`config.mk`:
```
export PLATFORM = sky130hd
export DESIGN_NAME = prc_privilege_check
export DESIGN_NICKNAME = d
export VERILOG_FILES = /design/src/prc_pkg.sv /design/src/prc_privilege_check.sv
export VERILOG_INCLUDE_DIRS = /design/src
export SDC_FILE = /design/constraint.sdc
export NUM_CORES = 1
export LEC_CHECK = 0
export BUFFER_PORTS_ARGS = -buffer_cell sky130_fd_sc_hd__buf_2
export CAP_MARGIN = 20
export CORE_MARGIN = 5
export CORE_UTILIZATION = 50
export CTS_BUF_LIST = sky130_fd_sc_hd__clkbuf_8 sky130_fd_sc_hd__clkbuf_16
export CTS_CLUSTER_SIZE = 25
export DETAILED_ROUTE_END_ITERATION = 16
export PLACE_DENSITY = 0.79
export SLEW_MARGIN = 20
export SYNTH_ARGS = -nofsm -noshare
export SYNTH_HDL_FRONTEND = slang
export SYNTH_SLANG_ARGS = --single-unit
```
`constraint.sdc`:
```
create_clock -name mclk_i -period 2.1 [get_ports mclk_i]
set_input_delay 0.42 -clock mclk_i [delete_from_list [all_inputs] [get_ports mclk_i]]
set_output_delay 0.42 -clock mclk_i [all_outputs]
set_load 0.005 [all_outputs]
```
`src/prc_defs.svh`:
```
// Purpose: constants of the privilege checker and reset translation config
// Assumes: 32-bit register words, byte addressed Avalon-MM slave
// Notes: bit positions are little-endian indices (bit 31 of the word is msb)
`ifndef PRC_DEFS_SVH
`define PRC_DEFS_SVH

`define PRC_ADDR_W 8
`define PRC_OFS_RESET_CFG 8'h00
`define PRC_OFS_STATUS 8'h04
`define PRC_OFS_MASK 8'h08
`define PRC_OFS_COUNT 8'h0c

// reset translation config layout, msb-0 bits 16..19, 24, 28..31
`define PRC_CFG_UATTR_HI 15
`define PRC_CFG_UATTR_LO 12
`define PRC_CFG_ENDIAN 7
`define PRC_CFG_EXTENDED_REAL_PAGE_HI 3
`define PRC_CFG_EXTENDED_REAL_PAGE_LO 0
`define PRC_CFG_RESERVED_VAL 32'h0000_0000

// status / mask layout
`define PRC_EV_PRIV 0
`define PRC_EV_ILLEGAL 1
`define PRC_EV_GUARD 2
`define PRC_EV_FETCH 3
`define PRC_EV_W 4
`define PRC_STATUS_RST 4'h0
`define PRC_MASK_RST 4'h0

// msb-0 bit 5 of the 10-bit register number is index 4
`define PRC_SPECIAL_REG_NUMBER_PRIV_BIT 4
`define PRC_SPECIAL_REG_NUMBER_W 10
`define PRC_SPR_FXE 10'h001
`define PRC_SPR_LINK 10'h008
`define PRC_SPR_COUNT 10'h009
`define PRC_SPR_UGEN 10'h100
`define PRC_SPR_UPGEN_LO 10'h104
`define PRC_SPR_UPGEN_HI 10'h107
`define PRC_SPR_TB_LO 10'h10c
`define PRC_SPR_TB_HI 10'h10d
`define PRC_SPR_RESET_CFG 10'h39b

// strap settle cycles after reset release
`define PRC_STRAP_WAIT 2'h3

`endif

```
`src/prc_pkg.sv`:
```
// Purpose: types of the privilege checker
// Assumes: used as prc_pkg::name, never imported
// Notes: operation classes come from core decode
package prc_pkg;

  typedef enum logic [4:0] {
    PRC_OP_PLAIN = 5'h00,
    PRC_OP_DC_BLK_INV = 5'h01,
    PRC_OP_DC_CC_INV = 5'h02,
    PRC_OP_DC_READ = 5'h03,
    PRC_OP_IC_CC_INV = 5'h04,
    PRC_OP_IC_READ = 5'h05,
    PRC_OP_FROM_DCR = 5'h06,
    PRC_OP_FROM_MSTATE = 5'h07,
    PRC_OP_TO_DCR = 5'h08,
    PRC_OP_TO_MSTATE = 5'h09,
    PRC_OP_RET_CRIT = 5'h0a,
    PRC_OP_RET_INT = 5'h0b,
    PRC_OP_RET_MCHK = 5'h0c,
    PRC_OP_TLB_READ = 5'h0d,
    PRC_OP_TLB_SEARCH = 5'h0e,
    PRC_OP_TLB_SYNC = 5'h0f,
    PRC_OP_TLB_WRITE = 5'h10,
    PRC_OP_EXT_EN_REG = 5'h11,
    PRC_OP_EXT_EN_IMM = 5'h12,
    PRC_OP_FROM_SPR = 5'h13,
    PRC_OP_TO_SPR = 5'h14
  } prc_op_t;

  typedef struct packed {
    logic valid;
    logic problem_state_bit;
    prc_op_t op;
    logic [9:0] special_reg_number;
  } prc_chk_req_t;

  typedef struct packed {
    logic valid;
    logic allowed;
    logic priv_exc;
    logic illegal_exc;
  } prc_chk_rsp_t;

  typedef struct packed {
    logic valid;
    logic is_fetch;
    logic speculative;
    logic guarded;
    logic exec_ok;
  } prc_spec_req_t;

  typedef struct packed {
    logic valid;
    logic go;
    logic hold;
  } prc_spec_rsp_t;

  typedef struct packed {
    logic [3:0] user_attr;
    logic little_endian;
    logic [3:0] extended_real_page;
  } prc_strap_t;

  typedef enum logic [2:0] {
    PRC_ST_WAIT = 3'b001,
    PRC_ST_CAPTURE = 3'b010,
    PRC_ST_DONE = 3'b100
  } prc_cap_state_t;

endpackage

```
`src/prc_privilege_check.sv`:
```
// Purpose: user/supervisor privilege check, speculative access gate, reset config register
// Assumes: decode requests are on mclk_i; straps come from pins and are synchronised
// Notes: Avalon-MM slave answers every access with waitrequest low one cycle after request
//
// Overview of operation
// [RULE_01] read-only register reports reset translation fields
// [RULE_02] reset config register access is privileged
// [RULE_03] bits 16-19 report four user attributes
// [RULE_04] bit 24 reports page endianness
// [RULE_05] bits 28-31 hold extended real page
// [RULE_06] problem bit 0: supervisor, everything allowed
// [RULE_07] problem bit 1: only non-privileged allowed
// [RULE_08] user privileged access raises privileged exception
// [RULE_09] listed cache, tlb, return, move ops privileged
// [RULE_10] special moves privileged when number bit 5 set
// [RULE_11] few special registers open to user mode
// [RULE_12] any number with bit 5 is privileged
// [RULE_13] user undefined number, bit 5 clear: illegal
// [RULE_14] supervisor must avoid undefined special numbers
// [RULE_15] speculative fetch along predicted path allowed
// [RULE_16] speculative out-of-order loads allowed
// [RULE_17] no speculative data access to guarded pages
// [RULE_18] no speculative fetch without execute permission
// [RULE_19] reserved config bits read zero, ignore writes
//
// Added by the designer: the register addresses and register access over Avalon-MM.
`timescale 1ns/1ps
`include "prc_defs.svh"

module prc_privilege_check #(
  parameter logic [9:0] SPR_FXE = `PRC_SPR_FXE,
  parameter logic [9:0] SPR_LINK = `PRC_SPR_LINK,
  parameter logic [9:0] SPR_COUNT = `PRC_SPR_COUNT,
  parameter logic [9:0] SPR_UGEN = `PRC_SPR_UGEN,
  parameter logic [9:0] SPR_UPGEN_LO = `PRC_SPR_UPGEN_LO,
  parameter logic [9:0] SPR_UPGEN_HI = `PRC_SPR_UPGEN_HI,
  parameter logic [9:0] SPR_TB_LO = `PRC_SPR_TB_LO,
  parameter logic [9:0] SPR_TB_HI = `PRC_SPR_TB_HI,
  parameter logic [9:0] SPR_RESET_CFG = `PRC_SPR_RESET_CFG
) (
  input wire logic mclk_i,
  input wire logic rst_i,
  // straps from pins
  input wire logic [3:0] strap_user_attr_i,
  input wire logic strap_little_endian_i,
  input wire logic [3:0] strap_extended_real_page_i,
  // decode check
  input wire prc_pkg::prc_chk_req_t chk_req_i,
  output prc_pkg::prc_chk_rsp_t chk_rsp_o,
  output logic [31:0] spr_rdata_o,
  // speculative access gate
  input wire prc_pkg::prc_spec_req_t spec_req_i,
  output prc_pkg::prc_spec_rsp_t spec_rsp_o,
  // Avalon-MM slave
  input wire logic [`PRC_ADDR_W-1:0] avs_address_i,
  input wire logic avs_read_i,
  input wire logic avs_write_i,
  input wire logic [31:0] avs_writedata_i,
  input wire logic [3:0] avs_byteenable_i,
  output logic [31:0] avs_readdata_o,
  output logic avs_waitrequest_o,
  output logic irq_o
);

  // strap synchronisers, three stages
  prc_pkg::prc_strap_t strap_raw;
  prc_pkg::prc_strap_t sync1_q;
  prc_pkg::prc_strap_t sync2_q;
  prc_pkg::prc_strap_t sync3_q;
  prc_pkg::prc_strap_t cfg_q;
  prc_pkg::prc_cap_state_t cap_state_q;
  logic [1:0] cap_wait_q;
  logic [31:0] cfg_word;

  assign strap_raw.user_attr = strap_user_attr_i;
  assign strap_raw.little_endian = strap_little_endian_i;
  assign strap_raw.extended_real_page = strap_extended_real_page_i;

  always_ff @(posedge mclk_i) begin
    if (rst_i) begin
      sync1_q <= '0;
      sync2_q <= '0;
      sync3_q <= '0;
    end else begin
      sync1_q <= strap_raw;
      sync2_q <= sync1_q;
      sync3_q <= sync2_q;
    end
  end

  // capture straps once after reset release, when stages two and three agree
  always_ff @(posedge mclk_i) begin
    if (rst_i) begin
      cap_state_q <= prc_pkg::PRC_ST_WAIT;
      cap_wait_q <= 2'h0;
      cfg_q <= '0;
    end else begin
      case (cap_state_q)
        prc_pkg::PRC_ST_WAIT: begin
          cap_wait_q <= cap_wait_q + 2'h1;
          if (cap_wait_q == `PRC_STRAP_WAIT) begin
            cap_state_q <= prc_pkg::PRC_ST_CAPTURE;
          end
        end
        prc_pkg::PRC_ST_CAPTURE: begin
          if (sync2_q == sync3_q) begin
            cfg_q <= sync3_q; // see [RULE_01]
            cap_state_q <= prc_pkg::PRC_ST_DONE;
          end
        end
        prc_pkg::PRC_ST_DONE: begin
          cap_state_q <= prc_pkg::PRC_ST_DONE;
        end
        default: begin
          cap_state_q <= prc_pkg::PRC_ST_WAIT;
        end
      endcase
    end
  end

  // register image; no write path exists, reserved bits stay zero
  always_comb begin
    cfg_word = `PRC_CFG_RESERVED_VAL; // see [RULE_19]
    cfg_word[`PRC_CFG_UATTR_HI:`PRC_CFG_UATTR_LO] = cfg_q.user_attr; // see [RULE_03]
    cfg_word[`PRC_CFG_ENDIAN] = cfg_q.little_endian; // see [RULE_04]
    cfg_word[`PRC_CFG_EXTENDED_REAL_PAGE_HI:`PRC_CFG_EXTENDED_REAL_PAGE_LO] = cfg_q.extended_real_page; // see [RULE_05]
  end

  // privilege decode
  logic spr_move;
  logic spr_is_read;
  logic spr_bit5;
  logic spr_user_rw;
  logic spr_user_ro;
  logic spr_defined;
  logic op_privileged;
  logic user_mode;
  logic need_priv;
  logic need_illegal;

  assign spr_move = (chk_req_i.op == prc_pkg::PRC_OP_FROM_SPR) ||
                    (chk_req_i.op == prc_pkg::PRC_OP_TO_SPR);
  assign spr_is_read = (chk_req_i.op == prc_pkg::PRC_OP_FROM_SPR);
  assign spr_bit5 = chk_req_i.special_reg_number[`PRC_SPECIAL_REG_NUMBER_PRIV_BIT];
  // registers open to user mode in both directions
  assign spr_user_rw = (chk_req_i.special_reg_number == SPR_FXE) ||
                       (chk_req_i.special_reg_number == SPR_LINK) ||
                       (chk_req_i.special_reg_number == SPR_COUNT) ||
                       (chk_req_i.special_reg_number == SPR_UGEN);
  // registers open to user mode for reads only
  assign spr_user_ro = ((chk_req_i.special_reg_number >= SPR_UPGEN_LO) &&
                        (chk_req_i.special_reg_number <= SPR_UPGEN_HI)) ||
                       (chk_req_i.special_reg_number == SPR_TB_LO) ||
                       (chk_req_i.special_reg_number == SPR_TB_HI);
  assign spr_defined = spr_user_rw || spr_user_ro;

  always_comb begin
    case (chk_req_i.op)
      prc_pkg::PRC_OP_DC_BLK_INV,
      prc_pkg::PRC_OP_DC_CC_INV,
      prc_pkg::PRC_OP_DC_READ,
      prc_pkg::PRC_OP_IC_CC_INV,
      prc_pkg::PRC_OP_IC_READ,
      prc_pkg::PRC_OP_FROM_DCR,
      prc_pkg::PRC_OP_FROM_MSTATE,
      prc_pkg::PRC_OP_TO_DCR,
      prc_pkg::PRC_OP_TO_MSTATE,
      prc_pkg::PRC_OP_RET_CRIT,
      prc_pkg::PRC_OP_RET_INT,
      prc_pkg::PRC_OP_RET_MCHK,
      prc_pkg::PRC_OP_TLB_READ,
      prc_pkg::PRC_OP_TLB_SEARCH,
      prc_pkg::PRC_OP_TLB_SYNC,
      prc_pkg::PRC_OP_TLB_WRITE,
      prc_pkg::PRC_OP_EXT_EN_REG,
      prc_pkg::PRC_OP_EXT_EN_IMM: begin
        op_privileged = 1'b1; // see [RULE_09]
      end
      default: begin
        op_privileged = 1'b0;
      end
    endcase
  end

  assign user_mode = chk_req_i.problem_state_bit; // see [RULE_06] see [RULE_07]
  // bit 5 covers the reset config number too, defined or not
  assign need_priv = user_mode &&
                     (op_privileged || (spr_move && spr_bit5) || // see [RULE_10] see [RULE_12]
                      (spr_move && !spr_bit5 && spr_user_ro && !spr_is_read)); // see [RULE_11]
  assign need_illegal = user_mode && spr_move && !spr_bit5 && !spr_defined; // see [RULE_13]

  always_ff @(posedge mclk_i) begin
    if (rst_i) begin
      chk_rsp_o <= '0;
    end else begin
      chk_rsp_o.valid <= chk_req_i.valid;
      chk_rsp_o.priv_exc <= chk_req_i.valid && need_priv; // see [RULE_08] see [RULE_02]
      chk_rsp_o.illegal_exc <= chk_req_i.valid && need_illegal;
      chk_rsp_o.allowed <= chk_req_i.valid && !need_priv && !need_illegal;
    end
  end

  // supervisor read of the reset config number returns the image
  always_ff @(posedge mclk_i) begin
    if (rst_i) begin
      spr_rdata_o <= 32'h0000_0000;
    end else if (chk_req_i.valid && spr_is_read && !user_mode &&
                 (chk_req_i.special_reg_number == SPR_RESET_CFG)) begin
      spr_rdata_o <= cfg_word; // see [RULE_01] see [RULE_02]
    end else begin
      spr_rdata_o <= 32'h0000_0000;
    end
  end

  // speculative gate: other speculation proceeds, unsafe pages wait for the committed path
  logic spec_guard_block;
  logic spec_fetch_block;

  assign spec_guard_block = spec_req_i.valid && spec_req_i.speculative &&
                            !spec_req_i.is_fetch && spec_req_i.guarded; // see [RULE_17]
  assign spec_fetch_block = spec_req_i.valid && spec_req_i.speculative &&
                            spec_req_i.is_fetch && !spec_req_i.exec_ok; // see [RULE_18]

  always_ff @(posedge mclk_i) begin
    if (rst_i) begin
      spec_rsp_o <= '0;
    end else begin
      spec_rsp_o.valid <= spec_req_i.valid;
      // see [RULE_15] see [RULE_16]
      spec_rsp_o.go <= spec_req_i.valid && !spec_guard_block && !spec_fetch_block;
      spec_rsp_o.hold <= spec_guard_block || spec_fetch_block;
    end
  end

  // events, status, mask, interrupt
  logic [`PRC_EV_W-1:0] ev_set;
  logic [`PRC_EV_W-1:0] status_q;
  logic [`PRC_EV_W-1:0] mask_q;
  logic [15:0] count_q;
  logic bus_req;
  logic bus_done;
  logic rd_status;
  logic wr_mask;

  assign ev_set[`PRC_EV_PRIV] = chk_req_i.valid && need_priv;
  assign ev_set[`PRC_EV_ILLEGAL] = chk_req_i.valid && need_illegal;
  assign ev_set[`PRC_EV_GUARD] = spec_guard_block;
  assign ev_set[`PRC_EV_FETCH] = spec_fetch_block;

  assign bus_req = avs_read_i || avs_write_i;
  assign bus_done = bus_req && !avs_waitrequest_o;
  assign rd_status = bus_done && avs_read_i && (avs_address_i == `PRC_OFS_STATUS);
  assign wr_mask = bus_done && avs_write_i && (avs_address_i == `PRC_OFS_MASK) &&
                   avs_byteenable_i[0];

  // read clears, a same-cycle event still lands
  always_ff @(posedge mclk_i) begin
    if (rst_i) begin
      status_q <= `PRC_STATUS_RST;
    end else if (rd_status) begin
      status_q <= ev_set;
    end else begin
      status_q <= status_q | ev_set;
    end
  end

  always_ff @(posedge mclk_i) begin
    if (rst_i) begin
      mask_q <= `PRC_MASK_RST;
    end else if (wr_mask) begin
      mask_q <= avs_writedata_i[`PRC_EV_W-1:0];
    end
  end

  // saturating count of refused user accesses
  always_ff @(posedge mclk_i) begin
    if (rst_i) begin
      count_q <= 16'h0000;
    end else if ((ev_set[`PRC_EV_PRIV] || ev_set[`PRC_EV_ILLEGAL]) && (count_q != 16'hffff)) begin
      count_q <= count_q + 16'h0001;
    end
  end

  always_ff @(posedge mclk_i) begin
    if (rst_i) begin
      irq_o <= 1'b0;
    end else begin
      irq_o <= |((status_q | ev_set) & mask_q);
    end
  end

  // bus answer: waitrequest drops for one cycle, one cycle after the request
  always_ff @(posedge mclk_i) begin
    if (rst_i) begin
      avs_waitrequest_o <= 1'b1;
      avs_readdata_o <= 32'h0000_0000;
    end else if (bus_req && avs_waitrequest_o) begin
      avs_waitrequest_o <= 1'b0;
      case (avs_address_i)
        `PRC_OFS_RESET_CFG: begin
          avs_readdata_o <= cfg_word; // see [RULE_01]
        end
        `PRC_OFS_STATUS: begin
          avs_readdata_o <= {28'h0000000, status_q | ev_set};
        end
        `PRC_OFS_MASK: begin
          avs_readdata_o <= {28'h0000000, mask_q};
        end
        `PRC_OFS_COUNT: begin
          avs_readdata_o <= {16'h0000, count_q};
        end
        default: begin
          avs_readdata_o <= 32'h0000_0000;
        end
      endcase
    end else begin
      avs_waitrequest_o <= 1'b1;
    end
  end

endmodule

```
==> qor.yml <==
global_route:
  grt_pass1_vias: 3174
  grt.total_usage_pct: 17.92
  antenna_found_initial: 0
  grt_overflow: 0
  grt_max_degree: 63
  grt_pass1_wl_mm: 14.90
placement:
  portBuffers: 81
  place_worst_setup_slack_ps: 17.95
  dp_hpwl_mm: 6.859
  placed_area_um2: 4721
  place_congestion: 0.8751
setup_path:
  r2r-start: "sync3_q[7]"
  regToRegEndpoint: "cfg_q[2]"
  start_kind: "flip-flop"
  crit_fanout: 9
  worstPathRequired_ps: 2340
  worstSetupPathType: "flip-flop to flip-flop"
  startpoint: "sync3_q[7]"
  end_kind: "flip-flop"
  worstRegToRegCells: 7
  crit_arrival_ps: 2130
  crit_end: "cfg_q[2]"
  ff2ff_setup_slack_ps: 210
synthesis:
  synth_ff_type: "dfxtp_1"
  async_reset_ff_share_pct: 0
  yosys_warnings: 0
  seq_area_frac_synth_pct: 46.49
  syn_area_um2: 4263
  synthCells: 454
  synth_top_family_by_area: "simple AND/OR/NAND/NOR gates"
  synth-compound-area-share_pct: 10.65
  synth.area.mux_share_pct: 4.814
  yosys.area_share.simple_pct: 23.13
  synth_fa_ha_area_share_pct: 0.5870
  ys_types: 55
  ys_ff_latch: 99
  synth_xor_area_share_pct: 4.726
  syn_area_per_cell_um2: 9.390
  synth_edf_count: 0
cells_and_area:
  nNetsFinal: 628
  finalInstanceArea_um2: 4911
  antenna_cells: 0
  utilization_pct: 59.47
  drive_above_1_share_pct: 24.46
  area_growth_pct: 15.20
routing:
  vias: 3388
  ant_nets: 0
  dr.pass1.iters: 4
  route.detailed.drc: 0
  post_drt_wl_per_cell_um: 13.99
  routed_via_density: 5.157
  wirelength_mm: 9.194
  drtIter0Drc: 182
power:
  switching_share_pct: 26.17
  seqPwrFrac_pct: 57.8
  p_int_mw: 2.487
  p_switching_mw: 0.8816
  power.share.clock_pct: 34.0
  p_comb_share_pct: 8.2
  p_total_mw: 3.368
  power.density_nw_per_um2: 685.9
  p_leak_nw: 2.118
  ir_worst_vdd_v: 0.0002778
clock_network:
  clk_pin_slew_worst_paths_ps: 100
  cts_made_buffers: 9
  cts.sinks: 99
  cts_root_buf: "clkbuf_8"
  clk_latency_ps: 370
  cts_tree: "yes"
  cts_buffer_depth: 2
  cts_max_level: 3
sta:
  worst_pin_slew_ps: 650.4
  fin_crit_ps: 1891
  period_share_pct: 90.06
  max_slew_margin_pct: 56.64
  clock_skew_ps: 12.21
  rsz0062_at_grt: "no"
  setup_ws_ps: 208.7
  hold_viol: 0
  setup-tns-final_ps: 0
  fmax_mhz: 528.7
  finalSetupViolations: 0
  slew_viol_final: 0
floorplanning:
  ios: 152
  num_rows: 33
  die_w_um: 102.3
  core-area_um2: 8258
  initial_core_util_pct: 51.62
  dieArea_um2: 10470
  die_h_um: 102.3
run_status:
  run_status: "finished clean"
job:
  drv_cap: 0
min_path:
  hp-class: "input pin to flip-flop"
## cell type report
cell class	instances	area, um^2
fillers	737	3347
multi-input cells	329	2024
flip-flops and latches	99	1982
repair buffers	103	570.5
well taps	105	131.4
clock buffers	9	123.9
clock inverters	7	60.06
inverters	5	18.77
## metal layers
layer  global-route usage (%)  routed length (um)  vias to the layer above
met5                        0                   0                        -
li1                         -                   -                     1670
met2                    28.64                4358                      132
met1                    23.40                3980                     1569
met4                    8.880                 206                        0
met3                    3.140                 648                       17
## registers in the layout (all words and copies together), names as in the netlist
| register | count |
|---|---|
| sync2_q | 9 |
| sync1_q | 9 |
| avs_waitrequest_o | 1 |
| spr_rdata_o | 9 |
| count_q | 16 |
| sync3_q | 9 |
| cap_state_q | 3 |
| avs_readdata_o | 16 |
| cap_wait_q | 2 |
| mask_q | 4 |
| spec_rsp_o | 3 |
| chk_rsp_o | 4 |
| cfg_q | 9 |
| irq_o | 1 |
| status_q | 4 |
## worst min path at each step
stage | from | end | depth (start not counted)
3_5_place_dp | sync1_q[0] | sync2_q[0] | 1
4_1_cts | strap_user_attr_i[2] | sync1_q[7] | 2
2_1_floorplan | sync1_q[0] | sync2_q[0] | 1
3_3_place_gp | sync1_q[3] | sync2_q[3] | 1
5_1_grt | strap_little_endian_i | sync1_q[4] | 2
6_report | strap_little_endian_i | sync1_q[4] | 2
## metrics by stage
| step | instances | hold slack (ps) |
|---|---|---|
| floorplan | 492 | 413.8 |
| global placement | 641 | 421.5 |
| detailed placement | 641 | 424.2 |
| CTS | 657 | 241.3 |
| global route | 657 | 240.6 |
| finish | 657 | 257.3 |
## what timing repair did
action	in CTS	in global routing
setup endpoints to repair	0	9
resized for setup	0	1
buffers inserted	0	0
hold buffers	0	0
## cell usage after synthesis, drive strengths merged, types with 2 or more instances
cell type / count / share of area (%)
nand4: 5 / 1.2
nand2: 17 / 1.5
a21boi: 2 / 0.35
nor4: 11 / 2.1
nand2b: 6 / 0.88
nand4b: 4 / 0.82
nor3: 14 / 1.8
o2bb2ai: 2 / 0.41
dfxtp: 99 / 46
buf: 46 / 7.9
or2: 2 / 0.29
and2: 12 / 1.8
ha: 2 / 0.59
nor3b: 3 / 0.53
mux2i: 16 / 3.8
nor2b: 31 / 4.5
mux4: 2 / 1.1
inv: 5 / 0.44
or4: 2 / 0.35
nand3: 9 / 1.1
and3: 4 / 0.59
a21oi: 18 / 2.2
xor2: 18 / 3.7
xnor2: 5 / 1.0
a41o: 2 / 0.47
a22oi: 16 / 2.8
clkbuf: 13 / 1.1
o21ai: 19 / 2.6
nor2: 56 / 5.0
## worst max-delay path: stages, from the launching register on
cell and delay, ps:
dfxtp_1 340, xor2_1 180, nor4_2 320, nand4_1 190
nor3_1 230, buf_4 240, mux2i_1 220, nor2_1 50
## cells by family (layout without fill, tap and decap cells)
kind of cell	after synthesis	after routing
flip-flops	99	99
multiplexers	18	18
adder cells (fa/ha/maj)	2	2
buffers and inverters	64	124
AND/OR/NAND/NOR	179	179
XOR/XNOR	23	23
other	1	39
AO/OA/AOI/OAI	68	68
## power groups by stage
stage / clock (mW) / sequential [mW] / combinational (mW)
after floorplan: 0 / 1.98 / 0.220
after global placement: 0 / 1.99 / 0.255
after detailed placement: 0 / 1.99 / 0.265
after CTS: 1.17 / 1.95 / 0.271
after global routing: 1.25 / 1.95 / 0.311
final: 1.15 / 1.95 / 0.275
## cell usage in the layout, fill, tap and decap left out, types with 5 or more instances in the layout
cell type,instances
buf_2,81
xnor2_1,5
o21ai_1,7
o21ai_0,8
nor4_1,8
inv_1,6
conb_1,39
clkbuf_8,9
nor2_1,55
buf_4,22
a21oi_1,17
nand2_1,17
nand2b_1,6
dfxtp_1,99
and2_1,12
mux2i_1,16
nor3_1,13
xor2_1,18
a22oi_1,16
nor2b_1,31
nand3_1,9
Power figures use the tool's default switching activity.
